===== config.mk =====
export PLATFORM = sky130hd
export DESIGN_NAME = eosht_top
export DESIGN_NICKNAME = d
export VERILOG_FILES = /design/src/inc/eosht_pkg.sv /design/src/hw/eosht_sync.sv /design/src/hw/eosht_edge.sv /design/src/hw/eosht_top.sv
export VERILOG_INCLUDE_DIRS = /design/src /design/src/inc
export SDC_FILE = /design/constraint.sdc
export NUM_CORES = 1
export LEC_CHECK = 0
export BUFFER_PORTS_ARGS = -buffer_cell sky130_fd_sc_hd__buf_2
export CORE_MARGIN = 2
export CORE_UTILIZATION = 59
export CTS_BUF_LIST = sky130_fd_sc_hd__clkbuf_16
export CTS_CLUSTER_DIAMETER = 80
export CTS_CLUSTER_SIZE = 10
export DETAILED_ROUTE_END_ITERATION = 10
export PLACE_DENSITY_LB_ADDON = 0.15
export REMOVE_ABC_BUFFERS = 1
export SETUP_SLACK_MARGIN = 0.2
export SKIP_LAST_GASP = 1
export SYNTH_ARGS = -nofsm -noshare
export SYNTH_HDL_FRONTEND = slang
export SYNTH_SLANG_ARGS = --single-unit

===== constraint.sdc =====
create_clock -name sys_clk_i -period 5.3 [get_ports sys_clk_i]
set_input_delay 0.265 -clock sys_clk_i [delete_from_list [all_inputs] [get_ports sys_clk_i]]
set_output_delay 0.265 -clock sys_clk_i [all_outputs]
set_load 0.005 [all_outputs]

===== src/inc/eosht_regs.svh =====
// Register offsets, field positions, reset values and mode codes of the one-shot timer.
// Assumes a 32-bit APB register bus with byte addresses.
`ifndef EOSHT_REGS_SVH
`define EOSHT_REGS_SVH

// Byte offsets of the registers
`define EOSHT_OFF_CTRL 8'h00
`define EOSHT_OFF_PERIOD 8'h04
`define EOSHT_OFF_PULSE 8'h08
`define EOSHT_OFF_COUNT 8'h0C
`define EOSHT_OFF_STATUS 8'h10
`define EOSHT_OFF_IRQ_EN 8'h14
`define EOSHT_OFF_IRQ_CLR 8'h18
`define EOSHT_OFF_LIVE 8'h1C

// Control register fields
`define EOSHT_CTRL_RUN_BIT 0
`define EOSHT_CTRL_MODE_LSB 1
`define EOSHT_CTRL_MODE_MSB 5
`define EOSHT_CTRL_PWM_BIT 6

// Event bits shared by status, enable and clear registers
`define EOSHT_EV_START_BIT 0
`define EOSHT_EV_PULSE_BIT 1
`define EOSHT_EV_PERIOD_BIT 2
`define EOSHT_EV_W 3

// Live state register fields
`define EOSHT_LIVE_CNT_BIT 0
`define EOSHT_LIVE_PWM_BIT 1
`define EOSHT_LIVE_ARM_BIT 2

// Trigger edge mode codes
`define EOSHT_MODE_RISE 5'h09
`define EOSHT_MODE_FALL 5'h0A
`define EOSHT_MODE_BOTH 5'h0B

// Reset values
`define EOSHT_RST_CTRL 32'h0000_0000
`define EOSHT_RST_PERIOD 32'h0000_0000
`define EOSHT_RST_PULSE 32'h0000_0000
`define EOSHT_RST_IRQ_EN 32'h0000_0000

`endif


===== src/inc/eosht_pkg.sv =====
// Types of the edge-triggered one-shot timer.
// Assumes the constants of eosht_regs.svh.
package eosht_pkg;

    // Address width of the register bus
    localparam int EOSHT_AW = 8;

    // APB request as seen by the slave
    typedef struct packed {
        logic psel;
        logic penable;
        logic pwrite;
        logic [EOSHT_AW-1:0] paddr;
        logic [31:0] pwdata;
    } eosht_apb_req_t;

    // APB answer of the slave
    typedef struct packed {
        logic pready;
        logic pslverr;
        logic [31:0] prdata;
    } eosht_apb_rsp_t;

    // Timer sequencer states
    typedef enum logic [1:0] {
        EOSHT_IDLE = 2'b00,
        EOSHT_ARMED = 2'b01,
        EOSHT_COUNT = 2'b10
    } eosht_state_t;

endpackage : eosht_pkg


===== src/hw/eosht_sync.sv =====
// Two-stage synchroniser for a level from outside the clock domain.
// Assumes sys_clk_i is the only clock; the first stage feeds only the second.
`timescale 1ns/1ps
`default_nettype none

module eosht_sync (
    input wire logic sys_clk_i,
    input wire logic rst_n_i,
    input wire logic ce_i,
    input wire logic async_i,
    output logic sync_o
);

    // First and second stage
    logic meta_q;
    logic sync_q;

    // Shift the level through two flops
    always_ff @(posedge sys_clk_i or negedge rst_n_i) begin
        if (!rst_n_i) begin
            meta_q <= 1'b0;
            sync_q <= 1'b0;
        end else if (ce_i) begin
            meta_q <= async_i;
            sync_q <= meta_q;
        end
    end

    assign sync_o = sync_q;

endmodule : eosht_sync

`default_nettype wire


===== src/hw/eosht_edge.sv =====
// Trigger edge qualifier: turns the synchronised trigger level into a start pulse.
// Assumes a synchronised input and a mode field from the control register.
`timescale 1ns/1ps
`default_nettype none

`include "eosht_regs.svh"

module eosht_edge (
    input wire logic sys_clk_i,
    input wire logic rst_n_i,
    input wire logic ce_i,
    input wire logic level_i,
    input wire logic [4:0] mode_i,
    input wire logic armed_i,
    output logic fire_o
);

    // Trigger level one cycle earlier
    logic prev_q;

    // True when the mode accepts this pair of levels as an edge
    function automatic logic edge_ok(input logic [4:0] mode, input logic prv, input logic cur);
        logic rise;
        logic fall;
        rise = cur & ~prv;
        fall = prv & ~cur;
        edge_ok = ((mode == `EOSHT_MODE_RISE) & rise)
            | ((mode == `EOSHT_MODE_FALL) & fall)
            | ((mode == `EOSHT_MODE_BOTH) & (rise | fall));
    endfunction : edge_ok

    // Track the level always, so an old edge never fires later
    always_ff @(posedge sys_clk_i or negedge rst_n_i) begin
        if (!rst_n_i) begin
            prev_q <= 1'b0;
        end else if (ce_i) begin
            prev_q <= level_i;
        end
    end

    // Edges count only while armed
    assign fire_o = armed_i & edge_ok(mode_i, prev_q, level_i);

endmodule : eosht_edge

`default_nettype wire


===== src/hw/eosht_top.sv =====
// Edge-triggered one-shot timer with period match and PWM drive, APB slave.
// Assumes a 40 MHz sys_clk_i, an asynchronous trigger pin and a zero-wait APB master.
`timescale 1ns/1ps
`default_nettype none

`include "eosht_regs.svh"

module eosht_top
    import eosht_pkg::*;
#(
    parameter int CNT_W = 16
) (
    input wire logic sys_clk_i,
    input wire logic rst_n_i,
    input wire logic ce_i,
    input wire eosht_apb_req_t apb_req_i,
    output eosht_apb_rsp_t apb_rsp_o,
    input wire logic external_trigger_input_i,
    output logic pwm_drive_o,
    output logic postscaled_match_output_o,
    output logic [CNT_W-1:0] timer_count_o,
    output logic irq_o
);

    // ---------------------------------------------------------------
    // Register state
    // ---------------------------------------------------------------

    // Run bit, set by software, cleared by hardware on halt
    logic run_q;
    logic run_d;
    // Trigger edge mode
    logic [4:0] mode_q;
    // PWM enable: the drive goes high at the start edge in this mode
    logic pwm_en_q;
    // Period and pulse-width compare values
    logic [CNT_W-1:0] period_value_q;
    logic [CNT_W-1:0] pulse_width_value_q;
    // Sticky event status and its enables
    logic [`EOSHT_EV_W-1:0] status_q;
    logic [`EOSHT_EV_W-1:0] status_d;
    logic [`EOSHT_EV_W-1:0] irq_en_q;
    // Registered read data and error for the access phase
    logic [31:0] prdata_q;
    logic pslverr_q;

    // ---------------------------------------------------------------
    // Timer state
    // ---------------------------------------------------------------

    // Sequencer state
    eosht_state_t state_q;
    eosht_state_t state_d;
    // Running count
    logic [CNT_W-1:0] timer_count_q;
    logic [CNT_W-1:0] timer_count_d;
    // PWM drive level
    logic pwm_q;
    logic pwm_d;
    // One-cycle period match pulse
    logic match_q;

    // ---------------------------------------------------------------
    // Bus decode
    // ---------------------------------------------------------------

    // Setup cycle samples read data; access cycle commits writes
    wire setup_w = apb_req_i.psel & ~apb_req_i.penable;
    wire access_w = apb_req_i.psel & apb_req_i.penable;
    wire wr_w = access_w & apb_req_i.pwrite & ce_i;
    wire [EOSHT_AW-1:0] addr_w = apb_req_i.paddr;
    wire [31:0] wdata_w = apb_req_i.pwdata;

    // Address hits
    wire hit_ctrl_w = (addr_w == `EOSHT_OFF_CTRL);
    wire hit_period_w = (addr_w == `EOSHT_OFF_PERIOD);
    wire hit_pulse_w = (addr_w == `EOSHT_OFF_PULSE);
    wire hit_count_w = (addr_w == `EOSHT_OFF_COUNT);
    wire hit_status_w = (addr_w == `EOSHT_OFF_STATUS);
    wire hit_irq_en_w = (addr_w == `EOSHT_OFF_IRQ_EN);
    wire hit_irq_clr_w = (addr_w == `EOSHT_OFF_IRQ_CLR);
    wire hit_live_w = (addr_w == `EOSHT_OFF_LIVE);

    // Any mapped register
    wire hit_any_w = hit_ctrl_w | hit_period_w | hit_pulse_w | hit_count_w
        | hit_status_w | hit_irq_en_w | hit_irq_clr_w | hit_live_w;

    // Writes to read-only registers are errors too
    wire ro_w = hit_count_w | hit_status_w | hit_live_w;
    wire err_w = ~hit_any_w | (apb_req_i.pwrite & ro_w);

    // Write strobes per register
    wire wr_ctrl_w = wr_w & hit_ctrl_w;
    wire wr_period_w = wr_w & hit_period_w;
    wire wr_pulse_w = wr_w & hit_pulse_w;
    wire wr_irq_en_w = wr_w & hit_irq_en_w;
    wire wr_irq_clr_w = wr_w & hit_irq_clr_w;

    // Control fields as written
    wire wr_run_w = wdata_w[`EOSHT_CTRL_RUN_BIT];
    wire [4:0] wr_mode_w = wdata_w[`EOSHT_CTRL_MODE_MSB:`EOSHT_CTRL_MODE_LSB];

    // ---------------------------------------------------------------
    // Read data mux
    // ---------------------------------------------------------------

    // Control readback
    wire [31:0] rd_ctrl_w = {25'h0000000, pwm_en_q, mode_q, run_q};
    // Live state readback
    wire [31:0] rd_live_w = {29'h00000000, (state_q == EOSHT_ARMED), pwm_q,
        (state_q == EOSHT_COUNT)};
    // Compare values, count, status and enables, widened to the bus
    wire [31:0] rd_period_w = 32'(period_value_q);
    wire [31:0] rd_pulse_w = 32'(pulse_width_value_q);
    wire [31:0] rd_count_w = 32'(timer_count_q);
    wire [31:0] rd_status_w = 32'(status_q);
    wire [31:0] rd_irq_en_w = 32'(irq_en_q);

    // Clear register reads as zero; unmapped reads as zero
    wire [31:0] rdata_w =
        hit_ctrl_w ? rd_ctrl_w :
        hit_period_w ? rd_period_w :
        hit_pulse_w ? rd_pulse_w :
        hit_count_w ? rd_count_w :
        hit_status_w ? rd_status_w :
        hit_irq_en_w ? rd_irq_en_w :
        hit_live_w ? rd_live_w : 32'h0000_0000;

    // ---------------------------------------------------------------
    // Trigger path
    // ---------------------------------------------------------------

    // Synchronised trigger level
    logic trig_sync_w;
    // Qualified start pulse
    logic start_w;

    // Bring the pin into the clock domain
    eosht_sync u_sync (
        .sys_clk_i(sys_clk_i),
        .rst_n_i(rst_n_i),
        .ce_i(ce_i),
        .async_i(external_trigger_input_i),
        .sync_o(trig_sync_w)
    );

    // Qualify edges by mode, only while armed
    eosht_edge u_edge (
        .sys_clk_i(sys_clk_i),
        .rst_n_i(rst_n_i),
        .ce_i(ce_i),
        .level_i(trig_sync_w),
        .mode_i(mode_q),
        .armed_i(state_q == EOSHT_ARMED),
        .fire_o(start_w)
    );

    // ---------------------------------------------------------------
    // Compare logic
    // ---------------------------------------------------------------

    // Timer is counting
    wire counting_w = (state_q == EOSHT_COUNT);
    // Period reached: ends the one-shot interval
    wire period_hit_w = counting_w & (timer_count_q == period_value_q);
    // Pulse width reached: drive goes off
    wire pulse_hit_w = counting_w & (timer_count_q == pulse_width_value_q);

    // ---------------------------------------------------------------
    // Run bit
    // ---------------------------------------------------------------

    // A software write of one wins over the hardware clear
    always_comb begin
        run_d = run_q;
        if (period_hit_w) begin
            run_d = 1'b0;
        end
        if (wr_ctrl_w) begin
            run_d = wr_run_w;
        end
    end

    // ---------------------------------------------------------------
    // Sequencer
    // ---------------------------------------------------------------

    // Next state, count and drive
    always_comb begin
        state_d = state_q;
        timer_count_d = timer_count_q;
        pwm_d = pwm_q;
        unique case (state_q)
            // Stopped: arm as soon as run is set
            EOSHT_IDLE: begin
                timer_count_d = '0;
                pwm_d = 1'b0;
                if (run_q) begin
                    state_d = EOSHT_ARMED;
                end
            end
            // Waiting for a trigger edge
            EOSHT_ARMED: begin
                timer_count_d = '0;
                if (!run_q) begin
                    state_d = EOSHT_IDLE;
                end else if (start_w) begin
                    state_d = EOSHT_COUNT;
                    pwm_d = pwm_en_q;
                end
            end
            // Counting up one per timer clock
            EOSHT_COUNT: begin
                if (!run_q) begin
                    // Software stop resets the count; a fresh edge is needed
                    state_d = EOSHT_IDLE;
                    timer_count_d = '0;
                    pwm_d = 1'b0;
                end else if (period_hit_w) begin
                    state_d = EOSHT_IDLE;
                    timer_count_d = '0;
                    pwm_d = 1'b0;
                end else begin
                    timer_count_d = timer_count_q + 1'b1;
                    if (pulse_hit_w) begin
                        pwm_d = 1'b0;
                    end
                end
            end
            // Illegal code falls back to stopped
            default: begin
                state_d = EOSHT_IDLE;
                timer_count_d = '0;
                pwm_d = 1'b0;
            end
        endcase
    end

    // ---------------------------------------------------------------
    // Event status
    // ---------------------------------------------------------------

    // Hardware events of this cycle
    wire [`EOSHT_EV_W-1:0] events_w = {period_hit_w, pulse_hit_w, start_w};
    // Bits software asks to clear
    wire [`EOSHT_EV_W-1:0] clr_w = wr_irq_clr_w ? wdata_w[`EOSHT_EV_W-1:0] : '0;

    // Set wins over clear
    always_comb begin
        status_d = (status_q & ~clr_w) | events_w;
    end

    // ---------------------------------------------------------------
    // Registers
    // ---------------------------------------------------------------

    // Software-written configuration
    always_ff @(posedge sys_clk_i or negedge rst_n_i) begin
        if (!rst_n_i) begin
            mode_q <= 5'(`EOSHT_RST_CTRL >> `EOSHT_CTRL_MODE_LSB);
            pwm_en_q <= 1'b0;
            period_value_q <= CNT_W'(`EOSHT_RST_PERIOD);
            pulse_width_value_q <= CNT_W'(`EOSHT_RST_PULSE);
            irq_en_q <= `EOSHT_EV_W'(`EOSHT_RST_IRQ_EN);
        end else if (ce_i) begin
            if (wr_ctrl_w) begin
                mode_q <= wr_mode_w;
                pwm_en_q <= wdata_w[`EOSHT_CTRL_PWM_BIT];
            end
            if (wr_period_w) begin
                period_value_q <= wdata_w[CNT_W-1:0];
            end
            if (wr_pulse_w) begin
                pulse_width_value_q <= wdata_w[CNT_W-1:0];
            end
            if (wr_irq_en_w) begin
                irq_en_q <= wdata_w[`EOSHT_EV_W-1:0];
            end
        end
    end

    // Run bit and status
    always_ff @(posedge sys_clk_i or negedge rst_n_i) begin
        if (!rst_n_i) begin
            run_q <= 1'b0;
            status_q <= '0;
        end else if (ce_i) begin
            run_q <= run_d;
            status_q <= status_d;
        end
    end

    // Timer state
    always_ff @(posedge sys_clk_i or negedge rst_n_i) begin
        if (!rst_n_i) begin
            state_q <= EOSHT_IDLE;
            timer_count_q <= '0;
            pwm_q <= 1'b0;
            match_q <= 1'b0;
        end else if (ce_i) begin
            state_q <= state_d;
            timer_count_q <= timer_count_d;
            pwm_q <= pwm_d;
            match_q <= period_hit_w;
        end
    end

    // Read data captured in the setup cycle
    always_ff @(posedge sys_clk_i or negedge rst_n_i) begin
        if (!rst_n_i) begin
            prdata_q <= 32'h0000_0000;
            pslverr_q <= 1'b0;
        end else if (ce_i && setup_w) begin
            prdata_q <= apb_req_i.pwrite ? 32'h0000_0000 : rdata_w;
            pslverr_q <= err_w;
        end
    end

    // ---------------------------------------------------------------
    // Outputs
    // ---------------------------------------------------------------

    // Zero-wait answer; stalls while the clock enable is low
    assign apb_rsp_o.pready = access_w & ce_i;
    assign apb_rsp_o.pslverr = access_w & pslverr_q;
    assign apb_rsp_o.prdata = prdata_q;

    // Drive, match pulse and count straight from flops
    assign pwm_drive_o = pwm_q;
    assign postscaled_match_output_o = match_q;
    assign timer_count_o = timer_count_q;

    // Level interrupt from any enabled sticky event
    assign irq_o = |(status_q & irq_en_q);

endmodule : eosht_top

`default_nettype wire


## Yosys cells after proc, flatten, opt, wreduce, memory -nomap -nowiden

Index checks and enable logic that the tools add are counted.

| cells by class | value |
|---|---|
| $add $sub $neg | 1 |
| equality and inequality tests | 20 |
| multiplexer cells | 26 |
| bitwise logic cells | 41 |
| reduce and logical (&&, ||, !) cells | 12 |

Operators by type and width:

| kind | number |
|---|---|
| two-way mux 16 bit | 8 |
| equality test 16 bit | 2 |
| equality test 8 x 5 -> 1 bit (second input constant) | 4 |
| AND 1 bit | 20 |
| adder 16 x 1 -> 16 bit (second input constant) | 1 |
| equality test 8 x 4 -> 1 bit (second input constant) | 2 |
| equality test 5 x 4 -> 1 bit (second input constant) | 3 |
| bitwise OR 1 bit | 13 |
| two-way mux 3 bit | 4 |
| two-way mux 2 bit | 5 |
| AND reduction 2 bit | 5 |
| equality test 8 x 3 -> 1 bit (second input constant) | 1 |
| logical NOT 8 bit | 1 |
| AND reduction 4 bit | 2 |
| two-way mux 1 bit | 7 |
| AND 3 bit | 2 |
| inequality test 2 bit (second input constant) | 3 |
| case mux 2 bit (3 select lines) | 1 |
| inequality test 4 x 2 -> 1 bit (second input constant) | 1 |
| inverter 1 bit | 4 |
| inequality test 3 x 2 -> 1 bit (second input constant) | 1 |
| inequality test 3 bit (second input constant) | 1 |
| inverter 3 bit | 1 |
| bitwise OR 3 bit | 1 |
| 7 further kinds | 7 |

| word-level totals | value |
|---|---|
| register bits after elaboration | 101 |
| output and inout bits | 53 |
| word-level logic and storage cells | 116 |

## Depth between registers and ports, before layout

Gate-level depths: netlist of the first run.

| logic depth | value |
|---|---|
| word-level depth | 10 |
| mapped depth | 8 |

## Cells and area by module

A second synthesis of the first run with hierarchy kept.

| unflattened totals | value |
|---|---|
| cell total of the unflattened synthesis | 444 |
| area, all modules | 4710.8 sq um |

Modules (own cells, without submodules):

| module | instances | cells an instance | area an instance (sq um) |
|---|---|---|---|
| eosht_top | 1 | 428 | 4533.1 |
| eosht_edge | 1 | 12 | 105.1 |
| eosht_sync | 1 | 4 | 72.6 |

## Worst setup path after synthesis of the first run

OpenSTA, ideal clock, no wires.

| timing | value |
|---|---|
| kind | register to register |
| start point | register timer_count_q[3] (netlist: timer_count_o[3]) |
| end point | register timer_count_q[1] (netlist: timer_count_o[1]) |
| setup time | 0.125 ns |
| data arrival time | 1.646 ns |
| slack | 3.530 ns |
| cell stages (with the launch flop) | 8 |
| path buffers | 1 |
| period minus slack after synthesis | 1.770 ns |
| cells stage by stage | dfrtp_1 > buf_6 > xor2_2 > nor4_2 > nand3_2 > or4_1 > nand3_2 > o22ai_1 |

| between the ends | value |
|---|---|
| longest elaborated chain between the ends | 5 |

Ends and longest elaborated chain:

| what | line | source |
|---|---|---|
| start: declaration | eosht_top.sv:55 | `logic [CNT_W-1:0] timer_count_q;` |
| start signal: assignment | eosht_top.sv:302 | `timer_count_q <= timer_count_d;` |
| equality test 16 bit | eosht_top.sv:165 | `wire period_hit_w = counting_w & (timer_count_q == period_value_q);` |
| AND 1 bit | eosht_top.sv:165 |  |
| two-way mux 16 bit | eosht_top.sv:219 | `end else if (period_hit_w) begin` |
| two-way mux 16 bit | eosht_top.sv:214 | `if (!run_q) begin` |
| two-way mux 16 bit | eosht_top.sv:193 | `unique case (state_q)` |

Every way passes these cells.
A chain may end at the register's enable or synchronous reset.

## Worst setup path after layout of the first run

| timing | value |
|---|---|
| start point | input apb_req_i[34] (netlist bit) |
| end point | register period_value_q[3] |

| between the ends | value |
|---|---|
| longest elaborated chain between the ends | 3 |

Ends and longest elaborated chain:

| what | line | source |
|---|---|---|
| start: declaration | eosht_top.sv:16 | `input wire eosht_apb_req_t apb_req_i,` |
| equality test 8 x 3 -> 1 bit (no line) | -- |  |
| AND 1 bit | eosht_top.sv:94 | `wire wr_period_w = wr_w & hit_period_w;` |
| AND reduction 2 bit (no line) | -- |  |
| end signal: assignment | eosht_top.sv:262 | `` period_value_q <= CNT_W'(`EOSHT_RST_PERIOD); `` |
| end signal: assignment | eosht_top.sv:271 | `period_value_q <= wdata_w[CNT_W-1:0];` |
| end: declaration | eosht_top.sv:37 | `logic [CNT_W-1:0] period_value_q;` |

Every way passes these cells.

==> results of run 1 <==
## power groups by stage
stage	registers, mW	logic, mW	clock network, mW
floorplan	0.671	0.0362	0
global placement	0.672	0.0813	0
detailed placement	0.672	0.0837	0
CTS	0.660	0.0843	0.637
global route	0.661	0.0942	0.668
finish	0.660	0.0835	0.628
## per-stage QoR
stage,cells,setup WS (ns),total power [mW]
floorplan,427,3.42,0.707
global placement,596,2.69,0.753
detailed placement,596,2.62,0.756
CTS,612,2.97,1.38
global route,612,2.81,1.42
finish,612,2.91,1.37
## sequential cells by signal (all words and copies together) (netlist names), 2 cells and up
name                 count
pulse_width_value_q     16
prdata_q                16
timer_count_o           16
mode_q                   5
status_q                 3
irq_en_q                 3
period_value_q          16
state_q                  2
## final cells by class
class,count,area [um2]
Inverter,10,37.5
Timing Repair Buffer,67,338
Multi-Input combinational cell,332,2320
Sequential cell,85,2130
Tap cell,102,128
Clock buffer,9,225
Fill cell,613,2480
Clock inverter,7,72.6
## kinds of logic after synthesis
kind of cell | after synthesis | synth area share (%)
compound gates | 71 | 9.18
xor+xnor | 44 | 8.31
fa+ha+maj | 3 | 0.794
simple gates | 145 | 16.0
buf+inv | 53 | 7.12
mux | 53 | 13.5
flops | 85 | 45.0
other cells | 1 | 0.0793
## synth_stat cells, drive strengths merged, types with 3 or more instances
library cell	n	area share, %
and3	4	0.53
and2	5	0.66
nand4	7	0.93
nor2	30	2.5
o21ai	39	4.4
inv	10	0.79
a22oi	9	1.4
nand2	50	4.0
nor3	5	0.53
ha	3	0.79
nand2b	7	0.93
mux2i	4	0.85
clkbuf	8	0.90
a21oi	9	0.95
buf	35	5.4
or3	4	0.53
nor2b	4	0.53
xnor2	16	3.0
nor4	6	1.1
nand3	15	2.4
mux4	4	2.0
mux2	45	11
xor2	28	5.3
o22ai	3	0.40
dfrtp	85	45
## layer usage
| layer | wire, um | global-route usage [%] |
|---|---|---|
| met5 | 0 | 0 |
| met4 | 123 | 6.76 |
| met3 | 669 | 4.35 |
| met2 | 4990 | 40.5 |
| met1 | 4760 | 36.3 |
## worst register-to-register path: stages (launching register included)
cell	delay, ns
sky130_fd_sc_hd__dfrtp_1	0.48
sky130_fd_sc_hd__xor2_1	0.20
sky130_fd_sc_hd__nor4_2	0.32
sky130_fd_sc_hd__nand3_2	0.18
sky130_fd_sc_hd__o21ai_4	0.45
sky130_fd_sc_hd__nor2_1	0.11
sky130_fd_sc_hd__a211o_1	0.31
## worst max-delay path by stage
stage	depth (start not counted)	from	endpoint	slack [ns]
floorplan	6	timer_count_o[3]	pwm_drive_o	3.42
finish	4	apb_req_i[34]	period_value_q[3]	2.91
CTS	4	apb_req_i[34]	period_value_q[3]	2.97
global placement	4	apb_req_i[34]	period_value_q[3]	2.69
detailed placement	4	apb_req_i[34]	period_value_q[4]	2.62
global route	4	apb_req_i[34]	period_value_q[3]	2.81
==> metrics.txt, run 1 <==
# TYPE chip_impl_metric gauge
chip_impl_info{name="outcome",value="finished clean"} 1
chip_impl_metric{name="detail_route.iter0.violations",unit=""} 177
chip_impl_info{name="critPathLaunchType",value="primary input"} 1
chip_impl_metric{name="postRouteAntennaNets",unit=""} 0
chip_impl_metric{name="critical_path.max_stage_delay",unit="ns"} 0.87
chip_impl_metric{name="grt_util_all_layers",unit="%"} 25.4
chip_impl_metric{name="synth_enable_flop_cells",unit=""} 0
chip_impl_metric{name="synth-seq-area-share",unit="%"} 45.0
chip_impl_metric{name="route.vias.total",unit=""} 3481
chip_impl_metric{name="syn_area_per_cell",unit="um2"} 10.4
chip_impl_metric{name="grt_antenna_before_repair",unit=""} 0
chip_impl_metric{name="mappedNetlistArea",unit="um2"} 4730
chip_impl_metric{name="worstPathBufferInverterCount",unit=""} 1
chip_impl_metric{name="total_switching_power",unit="mW"} 0.323
chip_impl_metric{name="hold_violation_total_from_the_final_report",unit=""} 0
chip_impl_info{name="tritoncts",value="built"} 1
chip_impl_info{name="timing.hold.worst.class",value="primary input to asynchronous set/reset pin"} 1
chip_impl_metric{name="fp.dieArea",unit="um2"} 8750
chip_impl_metric{name="final_util",unit="%"} 67.9
chip_impl_metric{name="place_congestion",unit=""} 0.853
chip_impl_metric{name="p_per_area",unit="nW/um2"} 261
chip_impl_metric{name="final.setup.tns",unit="ns"} 0
chip_impl_metric{name="final.min_clock_period",unit="ns"} 2.39
chip_impl_metric{name="worst_ep_required_time",unit="ns"} 5.51
chip_impl_metric{name="reg2reg_setup_slack",unit="ns"} 3.13
chip_impl_metric{name="report.final.slew_viol_count",unit=""} 0
chip_impl_metric{name="post_route_cells_drive_above_1_share",unit="%"} 28.4
chip_impl_metric{name="post_drt_via_cell_ratio",unit=""} 5.69
chip_impl_metric{name="detail_route.drc_violations",unit=""} 0
chip_impl_metric{name="switching_share",unit="%"} 23.5
chip_impl_metric{name="maxClockFrequency",unit="GHz"} 0.419
chip_impl_metric{name="clock_skews",unit="ns"} 0.00930
chip_impl_metric{name="longest_clk_path_bufs",unit=""} 2
chip_impl_metric{name="final-setup-viol-count",unit=""} 0
chip_impl_metric{name="pwr-share-clk",unit="%"} 45.8
chip_impl_metric{name="worst_slew_margin_rel",unit="%"} 31.3
chip_impl_metric{name="grt.overflow.total",unit=""} 0
chip_impl_metric{name="clk_latency",unit="ns"} 0.33
chip_impl_metric{name="power_leakage",unit="nW"} 2.66
chip_impl_metric{name="placement.io_buffers",unit=""} 67
chip_impl_metric{name="die_x",unit="um"} 93.5
chip_impl_metric{name="rows",unit=""} 32
chip_impl_metric{name="per_cell_routed_wire_length",unit="um"} 17.2
chip_impl_metric{name="grt_first_pass_wirelength",unit="um"} 17000
chip_impl_info{name="regToRegEndpoint",value="pwm_drive_o"} 1
chip_impl_metric{name="tightest_slew",unit="ns"} 1.03
chip_impl_metric{name="max_cap_viol_count",unit=""} 0
chip_impl_info{name="slowest_stage",value="sky130_fd_sc_hd__nor2b_1"} 1
chip_impl_metric{name="post_cts_buffers",unit=""} 0
chip_impl_info{name="worstSetupPathType",value="primary input to register"} 1
chip_impl_info{name="ctsRootBufferMaster",value="sky130_fd_sc_hd__clkbuf_16"} 1
chip_impl_metric{name="p_int",unit="mW"} 1.05
chip_impl_info{name="most_frequent_standard_cell_in_the_layout_excluding_fill_and_tap_cells",value="sky130_fd_sc_hd__dfrtp_1"} 1
chip_impl_metric{name="detail_route.wirelength",unit="um"} 10500
chip_impl_metric{name="grt_start_max_net_pins",unit=""} 86
chip_impl_metric{name="clock_sinks",unit=""} 85
chip_impl_info{name="unrepaired_setup_endpoints_after_global_routing",value="false"} 1
chip_impl_info{name="worstPathCellList",value="buf_2 -> nor2b_1 -> nand3_4 -> mux2_2"} 1
chip_impl_metric{name="detailed_place.area",unit="um2"} 4950
chip_impl_metric{name="initial_utilization",unit="%"} 61.2
chip_impl_metric{name="seqPwrFrac",unit="%"} 48.1
chip_impl_metric{name="cts_made_buffers",unit=""} 9
chip_impl_metric{name="worst_hold_slack",unit="ns"} 0.116
chip_impl_metric{name="htree_num_levels",unit=""} 3
chip_impl_metric{name="chipHeight",unit="um"} 93.5
chip_impl_metric{name="yosysUniqueCellTypes",unit=""} 55
chip_impl_metric{name="pwr-share-comb",unit="%"} 6.1
chip_impl_metric{name="detail_route.first_pass.iterations",unit=""} 5
chip_impl_metric{name="power.ir.vdd_worst",unit="V"} 0.000189
chip_impl_info{name="crit-reg2reg-launch",value="timer_count_o[6]"} 1
chip_impl_metric{name="cts.reportedPaths.clkPinSlew",unit="ns"} 0.06
chip_impl_metric{name="final_nets",unit=""} 555
chip_impl_metric{name="area_delta_synth_final",unit="%"} 11.0
chip_impl_metric{name="synthArstFlopShare",unit="%"} 100
chip_impl_info{name="synth_top_flop_cell",value="sky130_fd_sc_hd__dfrtp_1"} 1
chip_impl_metric{name="cts.hold.buffers_added",unit=""} 0
chip_impl_metric{name="critical_path_arrival",unit="ns"} 2.60
chip_impl_metric{name="warnings_from_yosys",unit=""} 0
chip_impl_metric{name="worstPathMaxFanout",unit=""} 30
chip_impl_info{name="mostFrequentLayoutCells",value="85 x sky130_fd_sc_hd__dfrtp_1, 66 x sky130_fd_sc_hd__buf_2, 50 x sky130_fd_sc_hd__nand2_1, 45 x sky130_fd_sc_hd__mux2_2, 37 x sky130_fd_sc_hd__o21ai_0"} 1
chip_impl_metric{name="design.portCount",unit=""} 100
chip_impl_info{name="end_kind",value="register"} 1
chip_impl_metric{name="post_layout_inst_area",unit="um2"} 5250
chip_impl_metric{name="ys_ff_latch",unit=""} 85
chip_impl_metric{name="core_region_area",unit="um2"} 7730
chip_impl_metric{name="synth_cells",unit=""} 455
chip_impl_metric{name="detailedPlacementHpwl",unit="um"} 7470
chip_impl_metric{name="cts_repair_resize_count",unit=""} 0
chip_impl_metric{name="worst_reg_to_reg_path_cell_count",unit=""} 6
chip_impl_info{name="critical_path.top_delay_family",value="simple AND/OR/NAND/NOR gates"} 1
chip_impl_metric{name="number_of_global_route_vias_before_repair",unit=""} 3335
chip_impl_metric{name="min_period_over_period",unit="%"} 45.1
chip_impl_metric{name="antenna-diode-count",unit=""} 0
No activity file was read; power rests on OpenSTA's default activity.
==> run 2, diff against run 1 <==
CORE_UTILIZATION = 55   (was 59)
clock period = 2.3 ns   (was 5.3 ns; I/O delays follow)
==> run 2 against run 1 <==
Compared with the run above:
- critical path depth grew 2
- non-clock buffer count grew 10
- sequential share of layout area shrank 0.66 points
- via count grew 1.4%
- critical endpoint is now timer_count_o[1]
- clock power grew 120%
- count of clock-buffer cells in the layout is the same
- combinational power grew 140%
- design area grew 1.7%
- register-to-register slack lost 2.8 ns
- highest routed layer unchanged
- first-iteration DRC count shrank 11%
- final cell count grew 2.1%
==> metrics.txt, run 2 (synthesis results as in run 1) <==
# TYPE chip_impl_metric gauge
chip_impl_metric{name="per_cell_routed_wire_length",unit="um"} 17.2
chip_impl_info{name="tritoncts",value="built"} 1
chip_impl_metric{name="htree_num_levels",unit=""} 3
chip_impl_metric{name="worst_ep_required_time",unit="ns"} 2.52
chip_impl_metric{name="detail_route.iter0.violations",unit=""} 157
chip_impl_metric{name="worstPathMaxFanout",unit=""} 10
chip_impl_info{name="crit_top_cell",value="sky130_fd_sc_hd__nand3_2"} 1
chip_impl_metric{name="chipHeight",unit="um"} 96.7
chip_impl_info{name="regToRegEndpoint",value="timer_count_o[1]"} 1
chip_impl_info{name="mostFrequentLayoutCells",value="85 x sky130_fd_sc_hd__dfrtp_1, 66 x sky130_fd_sc_hd__buf_2, 50 x sky130_fd_sc_hd__nand2_1, 45 x sky130_fd_sc_hd__mux2_2, 37 x sky130_fd_sc_hd__o21ai_0"} 1
chip_impl_metric{name="power_leakage",unit="nW"} 2.71
chip_impl_metric{name="report.final.slew_viol_count",unit=""} 0
chip_impl_info{name="worstSetupPathType",value="register to register"} 1
chip_impl_metric{name="fp.dieArea",unit="um2"} 9360
chip_impl_metric{name="switching_share",unit="%"} 23.1
chip_impl_metric{name="pwr-share-clk",unit="%"} 44.9
chip_impl_metric{name="area_delta_synth_final",unit="%"} 12.9
chip_impl_metric{name="post_cts_buffers",unit=""} 0
chip_impl_metric{name="p_int",unit="mW"} 2.41
chip_impl_metric{name="final-setup-viol-count",unit=""} 0
chip_impl_metric{name="worstPathBufferInverterCount",unit=""} 0
chip_impl_metric{name="min_period_over_period",unit="%"} 84.2
chip_impl_info{name="critPathLaunchType",value="register"} 1
chip_impl_metric{name="grt_start_max_net_pins",unit=""} 53
chip_impl_metric{name="num-fill-cells",unit=""} 742
chip_impl_metric{name="final.min_clock_period",unit="ns"} 1.94
chip_impl_metric{name="detail_route.first_pass.iterations",unit=""} 4
chip_impl_metric{name="maxClockFrequency",unit="GHz"} 0.516
chip_impl_metric{name="min_path_cells",unit=""} 2
chip_impl_info{name="unrepaired_setup_endpoints_after_global_routing",value="false"} 1
chip_impl_metric{name="critical_path.max_stage_delay",unit="ns"} 0.52
chip_impl_metric{name="grt_antenna_before_repair",unit=""} 0
chip_impl_metric{name="post_drt_via_cell_ratio",unit=""} 5.65
chip_impl_info{name="most_frequent_standard_cell_in_the_layout_excluding_fill_and_tap_cells",value="sky130_fd_sc_hd__dfrtp_1"} 1
chip_impl_metric{name="critical_path_arrival",unit="ns"} 2.16
chip_impl_metric{name="grt.overflow.total",unit=""} 0
chip_impl_metric{name="max_cap_viol_count",unit=""} 0
chip_impl_metric{name="clock_skews",unit="ns"} 0.00453
chip_impl_metric{name="detail_route.drc_violations",unit=""} 0
chip_impl_info{name="crit-reg2reg-launch",value="timer_count_o[3]"} 1
chip_impl_metric{name="clock_sinks",unit=""} 85
chip_impl_info{name="timing.hold.worst.class",value="primary input to register"} 1
chip_impl_metric{name="clk_latency",unit="ns"} 0.34
chip_impl_metric{name="die_x",unit="um"} 96.7
chip_impl_metric{name="fin_total_pwr",unit="mW"} 3.13
chip_impl_metric{name="grt_first_pass_wirelength",unit="um"} 18000
chip_impl_info{name="outcome",value="finished clean"} 1
chip_impl_metric{name="cts_made_buffers",unit=""} 9
chip_impl_metric{name="hold_violation_total_from_the_final_report",unit=""} 0
chip_impl_metric{name="post_route_cells_drive_above_1_share",unit="%"} 29.0
chip_impl_info{name="slowest_stage",value="sky130_fd_sc_hd__dfrtp_1"} 1
chip_impl_metric{name="place_congestion",unit=""} 0.878
chip_impl_metric{name="pwr-share-comb",unit="%"} 6.5
chip_impl_metric{name="total_switching_power",unit="mW"} 0.724
chip_impl_info{name="ctsRootBufferMaster",value="sky130_fd_sc_hd__clkbuf_16"} 1
chip_impl_metric{name="cts.reportedPaths.clkPinSlew",unit="ns"} 0.06
chip_impl_metric{name="antenna-diode-count",unit=""} 0
chip_impl_metric{name="design.portCount",unit=""} 100
chip_impl_metric{name="postRouteAntennaNets",unit=""} 0
chip_impl_info{name="worstHoldEndpoint",value="period_value_q[9]"} 1
chip_impl_metric{name="reg2reg_setup_slack",unit="ns"} 0.36
chip_impl_metric{name="number_of_global_route_vias_before_repair",unit=""} 3510
chip_impl_metric{name="grt_util_all_layers",unit="%"} 24.2
chip_impl_metric{name="final.setup.tns",unit="ns"} 0
chip_impl_info{name="worstPathCellList",value="xor2_2 -> nor4_2 -> nand3_2 -> or4_1 -> nand3_2 -> o22ai_1"} 1
chip_impl_metric{name="longest_clk_path_bufs",unit=""} 2
chip_impl_metric{name="rows",unit=""} 33
chip_impl_metric{name="tightest_slew",unit="ns"} 0.935
chip_impl_info{name="end_kind",value="register"} 1
chip_impl_metric{name="worst_reg_to_reg_path_cell_count",unit=""} 6
chip_impl_metric{name="final_nets",unit=""} 565
chip_impl_metric{name="worst_hold_slack",unit="ns"} 0.0106
chip_impl_metric{name="detail_route.wirelength",unit="um"} 10800
chip_impl_info{name="worst_hold_startpoint",value="apb_req_i[9]"} 1
chip_impl_info{name="critical_path.top_delay_family",value="simple AND/OR/NAND/NOR gates"} 1
chip_impl_metric{name="seqPwrFrac",unit="%"} 48.6
chip_impl_metric{name="p_per_area",unit="nW/um2"} 587
chip_impl_metric{name="power.ir.vdd_worst",unit="V"} 0.000392
chip_impl_metric{name="worst_slew_margin_rel",unit="%"} 37.5
chip_impl_metric{name="core_region_area",unit="um2"} 8260
chip_impl_metric{name="placement.io_buffers",unit=""} 67
chip_impl_metric{name="detailedPlacementHpwl",unit="um"} 7860
chip_impl_metric{name="initial_utilization",unit="%"} 57.3
chip_impl_metric{name="route.vias.total",unit=""} 3531
==> run 2: worst max path at each step <==
stage	cells past startpoint	from	slack, ns	endpoint
2_1_floorplan	6	timer_count_o[3]	0.42	pwm_drive_o
3_3_place_gp	4	apb_req_i[35]	0.25	period_value_q[3]
3_5_place_dp	4	apb_req_i[35]	0.22	period_value_q[13]
4_1_cts	6	timer_count_o[0]	0.29	pwm_drive_o
5_1_grt	6	timer_count_o[2]	0.21	pwm_drive_o
6_report	6	timer_count_o[3]	0.36	timer_count_o[1]
==> run 2: metrics by stage <==
step	util (%)	cells	setup slack (ns)	cell area, um2
final	64.6	625	0.363	5340
after global routing	64.6	625	0.215	5340
after CTS	64.6	625	0.287	5330
after detailed placement	60.9	607	0.221	5030
after global placement	60.9	607	0.248	5030
after floorplan	-	427	0.417	4490
==> run 2: worst register-to-register path: cells and delay by family, from the launching register on <==
kind / cells / cell delay [ns]
AOI/OAI and AO/OA: 1 / 0.07
xor gates and xnor gates: 1 / 0.22
DFF: 1 / 0.52
and+or+nand+nor: 4 / 1.01
==> run 2: layer usage <==
layer	share of wire, %	vias to the layer above	track usage, %
met5	0	-	0
met4	1.9	0	6.93
met3	7.5	14	5.20
met2	46	120	38.1
met1	44	1729	34.1
li1	-	1668	-
==> run 2: cell type report <==
class | instances | area (um2) | share of cell area [%]
Clock inverter | 7 | 58.8 | 1.10
Tap cell | 105 | 131 | 2.46
Sequential cell | 85 | 2130 | 39.8
Clock buffer | 9 | 225 | 4.22
Inverter | 10 | 37.5 | 0.703
Timing Repair Buffer | 77 | 430 | 8.06
Multi-Input combinational cell | 332 | 2330 | 43.6
==> run 2: power groups by stage <==
stage	Clock (mW)	Combinational (mW)	Sequential, mW
2_1_floorplan	0	0.0833	1.55
3_3_place_gp	0	0.197	1.55
3_5_place_dp	0	0.201	1.55
4_1_cts	1.42	0.205	1.52
5_1_grt	1.48	0.230	1.52
6_report	1.41	0.204	1.52
==> run 2: what timing repair did <==
action | 4_1_cts | 5_1_grt
hold buffers | 2 | 0
endpoints found under the setup margin | 0 | 1
endpoints found under the hold margin | 34 | 0
gates resized for setup | 0 | 1
==> run 3, diff against run 2 <==
CORE_UTILIZATION = 50   (was 55)
clock period = 1.7 ns   (was 2.3 ns; I/O delays follow)
==> run 3 against run 2 <==
Compared with the run above:
- the flow now finishes with violations (negative setup slack)
- clock power rose by 53%
- setup slack worse by 0.51 ns
- routed wire length is 6.9% higher
- final cell count is 10% higher
==> metrics.txt, run 3 (synthesis results as in run 1) <==
# TYPE chip_impl_metric gauge
chip_impl_metric{name="final.min_clock_period",unit="ns"} 1.85
chip_impl_info{name="tritoncts",value="built"} 1
chip_impl_info{name="critPathLaunchType",value="register"} 1
chip_impl_metric{name="power_leakage",unit="nW"} 3.03
chip_impl_metric{name="power.ir.vdd_worst",unit="V"} 0.000527
chip_impl_metric{name="place_congestion",unit=""} 0.873
chip_impl_metric{name="cts_made_buffers",unit=""} 9
chip_impl_info{name="failed_checks",value="negative setup slack"} 1
chip_impl_info{name="timing.hold.worst.class",value="primary input to register"} 1
chip_impl_metric{name="detailedPlacementHpwl",unit="um"} 8620
chip_impl_metric{name="rows",unit=""} 35
chip_impl_metric{name="final_util",unit="%"} 65.1
chip_impl_metric{name="place.detailed.instances",unit=""} 661
chip_impl_metric{name="cts.reportedPaths.clkPinSlew",unit="ns"} 0.07
chip_impl_metric{name="report.final.slew_viol_count",unit=""} 0
chip_impl_metric{name="layout_setup_ws",unit="ns"} -0.147
chip_impl_metric{name="clk_latency",unit="ns"} 0.33
chip_impl_metric{name="layout.area.seq",unit="um2"} 2130
chip_impl_metric{name="worst_ep_required_time",unit="ns"} 1.92
chip_impl_metric{name="detail_route.wirelength",unit="um"} 11500
chip_impl_metric{name="met2RoutedLength",unit="um"} 5490
chip_impl_metric{name="post_route_cells_drive_above_1_share",unit="%"} 38.9
chip_impl_metric{name="die_x",unit="um"} 101
chip_impl_info{name="most_frequent_standard_cell_in_the_layout_excluding_fill_and_tap_cells",value="sky130_fd_sc_hd__dfrtp_1"} 1
chip_impl_metric{name="clock_skews",unit="ns"} 0.00830
chip_impl_metric{name="critical_path_arrival",unit="ns"} 2.06
chip_impl_metric{name="number_of_global_route_vias_before_repair",unit=""} 3553
chip_impl_metric{name="grt.overflow.total",unit=""} 0
chip_impl_metric{name="hold_violation_total_from_the_final_report",unit=""} 0
chip_impl_metric{name="postRouteAntennaNets",unit=""} 0
chip_impl_metric{name="grt_start_max_net_pins",unit=""} 40
chip_impl_metric{name="area_delta_synth_final",unit="%"} 26.6
chip_impl_metric{name="fin_total_pwr",unit="mW"} 4.56
chip_impl_metric{name="min_path_cells",unit=""} 2
chip_impl_metric{name="fp.dieArea",unit="um2"} 10300
chip_impl_metric{name="fin_cells",unit=""} 690
chip_impl_info{name="unrepaired_setup_endpoints_after_global_routing",value="true"} 1
chip_impl_metric{name="multiInputGateArea",unit="um2"} 2430
chip_impl_info{name="mostFrequentLayoutCells",value="80 x sky130_fd_sc_hd__dfrtp_1, 66 x sky130_fd_sc_hd__buf_2, 56 x sky130_fd_sc_hd__buf_4, 48 x sky130_fd_sc_hd__nand2_1, 45 x sky130_fd_sc_hd__mux2_2"} 1
chip_impl_metric{name="detail_route.iter0.violations",unit=""} 134
chip_impl_metric{name="design.portCount",unit=""} 100
chip_impl_info{name="top_layer",value="met4"} 1
chip_impl_metric{name="grt_util_all_layers",unit="%"} 23.5
chip_impl_metric{name="final_nets",unit=""} 624
chip_impl_metric{name="min_period_over_period",unit="%"} 109
chip_impl_metric{name="max_cap_viol_count",unit=""} 0
chip_impl_metric{name="route.vias.total",unit=""} 3730
chip_impl_metric{name="longest_clk_path_bufs",unit=""} 2
chip_impl_metric{name="htree_num_levels",unit=""} 3
chip_impl_metric{name="clock_sinks",unit=""} 85
chip_impl_metric{name="maxClockFrequency",unit="GHz"} 0.541
chip_impl_metric{name="wl_met3",unit="um"} 637
chip_impl_metric{name="per_cell_routed_wire_length",unit="um"} 16.7
chip_impl_metric{name="placement.io_buffers",unit=""} 67
chip_impl_metric{name="grt_first_pass_wirelength",unit="um"} 18300
chip_impl_metric{name="grt_antenna_before_repair",unit=""} 0
chip_impl_metric{name="routed_metal_1_wirelength",unit="um"} 5240
chip_impl_metric{name="antenna-diode-count",unit=""} 0
chip_impl_metric{name="chipHeight",unit="um"} 101
chip_impl_metric{name="worst_hold_slack",unit="ns"} 0.00311
chip_impl_metric{name="core_region_area",unit="um2"} 9200
chip_impl_info{name="ctsRootBufferMaster",value="sky130_fd_sc_hd__clkbuf_16"} 1
chip_impl_metric{name="final-setup-viol-count",unit=""} 3
chip_impl_metric{name="detail_route.first_pass.iterations",unit=""} 4
chip_impl_metric{name="worstPathMaxFanout",unit=""} 4
chip_impl_metric{name="num-fill-cells",unit=""} 748
chip_impl_metric{name="p_per_area",unit="nW/um2"} 761
chip_impl_metric{name="worst_reg_to_reg_path_cell_count",unit=""} 7
chip_impl_metric{name="final.setup.tns",unit="ns"} -0.411
chip_impl_info{name="worstSetupPathType",value="register to register"} 1
chip_impl_metric{name="detail_route.drc_violations",unit=""} 0
chip_impl_info{name="outcome",value="complete, but fails checks"} 1
chip_impl_info{name="end_kind",value="register"} 1
chip_impl_metric{name="post_drt_via_cell_ratio",unit=""} 5.41
chip_impl_metric{name="initial_utilization",unit="%"} 51.4
==> run 3: cell count changes in the layout (fill, tap and decap cells not counted), moves of 3 or more <==
| cell | before | now |
|---|---|---|
| sky130_fd_sc_hd__xor2_2 | 1 | 4 |
| sky130_fd_sc_hd__dfrtp_1 | 85 | 80 |
| sky130_fd_sc_hd__buf_4 | 8 | 56 |
| sky130_fd_sc_hd__dlygate4sd3_1 | 2 | 9 |
| sky130_fd_sc_hd__dfrtp_2 | 0 | 5 |
| sky130_fd_sc_hd__xor2_1 | 27 | 24 |
| sky130_fd_sc_hd__nor4_1 | 4 | 1 |
| sky130_fd_sc_hd__inv_1 | 12 | 8 |
==> run 3: critical path: stages (launching register included) <==
cell and delay (ns):
sky130_fd_sc_hd__dfrtp_1 0.43, sky130_fd_sc_hd__xor2_1 0.18, sky130_fd_sc_hd__nor4_2 0.30, sky130_fd_sc_hd__nand3_1 0.13, sky130_fd_sc_hd__nor3_2 0.24, sky130_fd_sc_hd__buf_4 0.15, sky130_fd_sc_hd__nor2_1 0.03, sky130_fd_sc_hd__a211o_1 0.28
==> run 3: worst paths after layout <==
path	from	endpoint	slack (ns)
min reg2reg	prdata_q[1]	prdata_q[1]	0.47
max	timer_count_o[2]	pwm_drive_o	-0.15
min	apb_req_i[13]	pulse_width_value_q[13]	0.003
max in group asynchronous	rst_n_i	timer_count_o[3]	0.86
min in group asynchronous	rst_n_i	prdata_q[0]	0.19
max reg2reg	timer_count_o[2]	pwm_drive_o	-0.15
==> run 3: layout make-up <==
type / count / share of cell area, %
Multi-Input combinational cell: 332 / 40.5
Sequential cell: 85 / 35.6
Timing Repair Buffer: 136 / 15.4
Clock buffer: 9 / 3.76
Tap cell: 111 / 2.32
Clock inverter: 7 / 1.73
Inverter: 10 / 0.627
==> run 3: where the power goes <==
part / switching, mW / leakage, nW / internal [mW]
clock: 0.851 / 0.155 / 1.31
combinational: 0.195 / 1.70 / 0.144
sequential: 0.0169 / 1.17 / 2.04
total: 1.06 / 3.03 / 3.49
==> run 3: routing by layer <==
metal / global-route usage, % / vias up
met2: 38.0 / 105
met3: 3.11 / 11
li1: - / 1792
met5: 0 / -
met4: 6.55 / 0
met1: 33.5 / 1822
==> run 3: what timing repair did <==
action                     4_1_cts  5_1_grt
pin swaps                        9       12
hold buffers                     9        0
hold endpoints to repair        73        0
buffers inserted                 2        2
gates resized for setup         10       19
setup endpoints to repair       24       24
==> run 3: through the flow <==
stage	setup WS, ns	instance area (um2)
global route	-0.219	5990
detailed placement	-0.156	5420
floorplan	-0.183	4490
CTS	-0.127	5890
finish	-0.147	5990
global placement	-0.137	5420
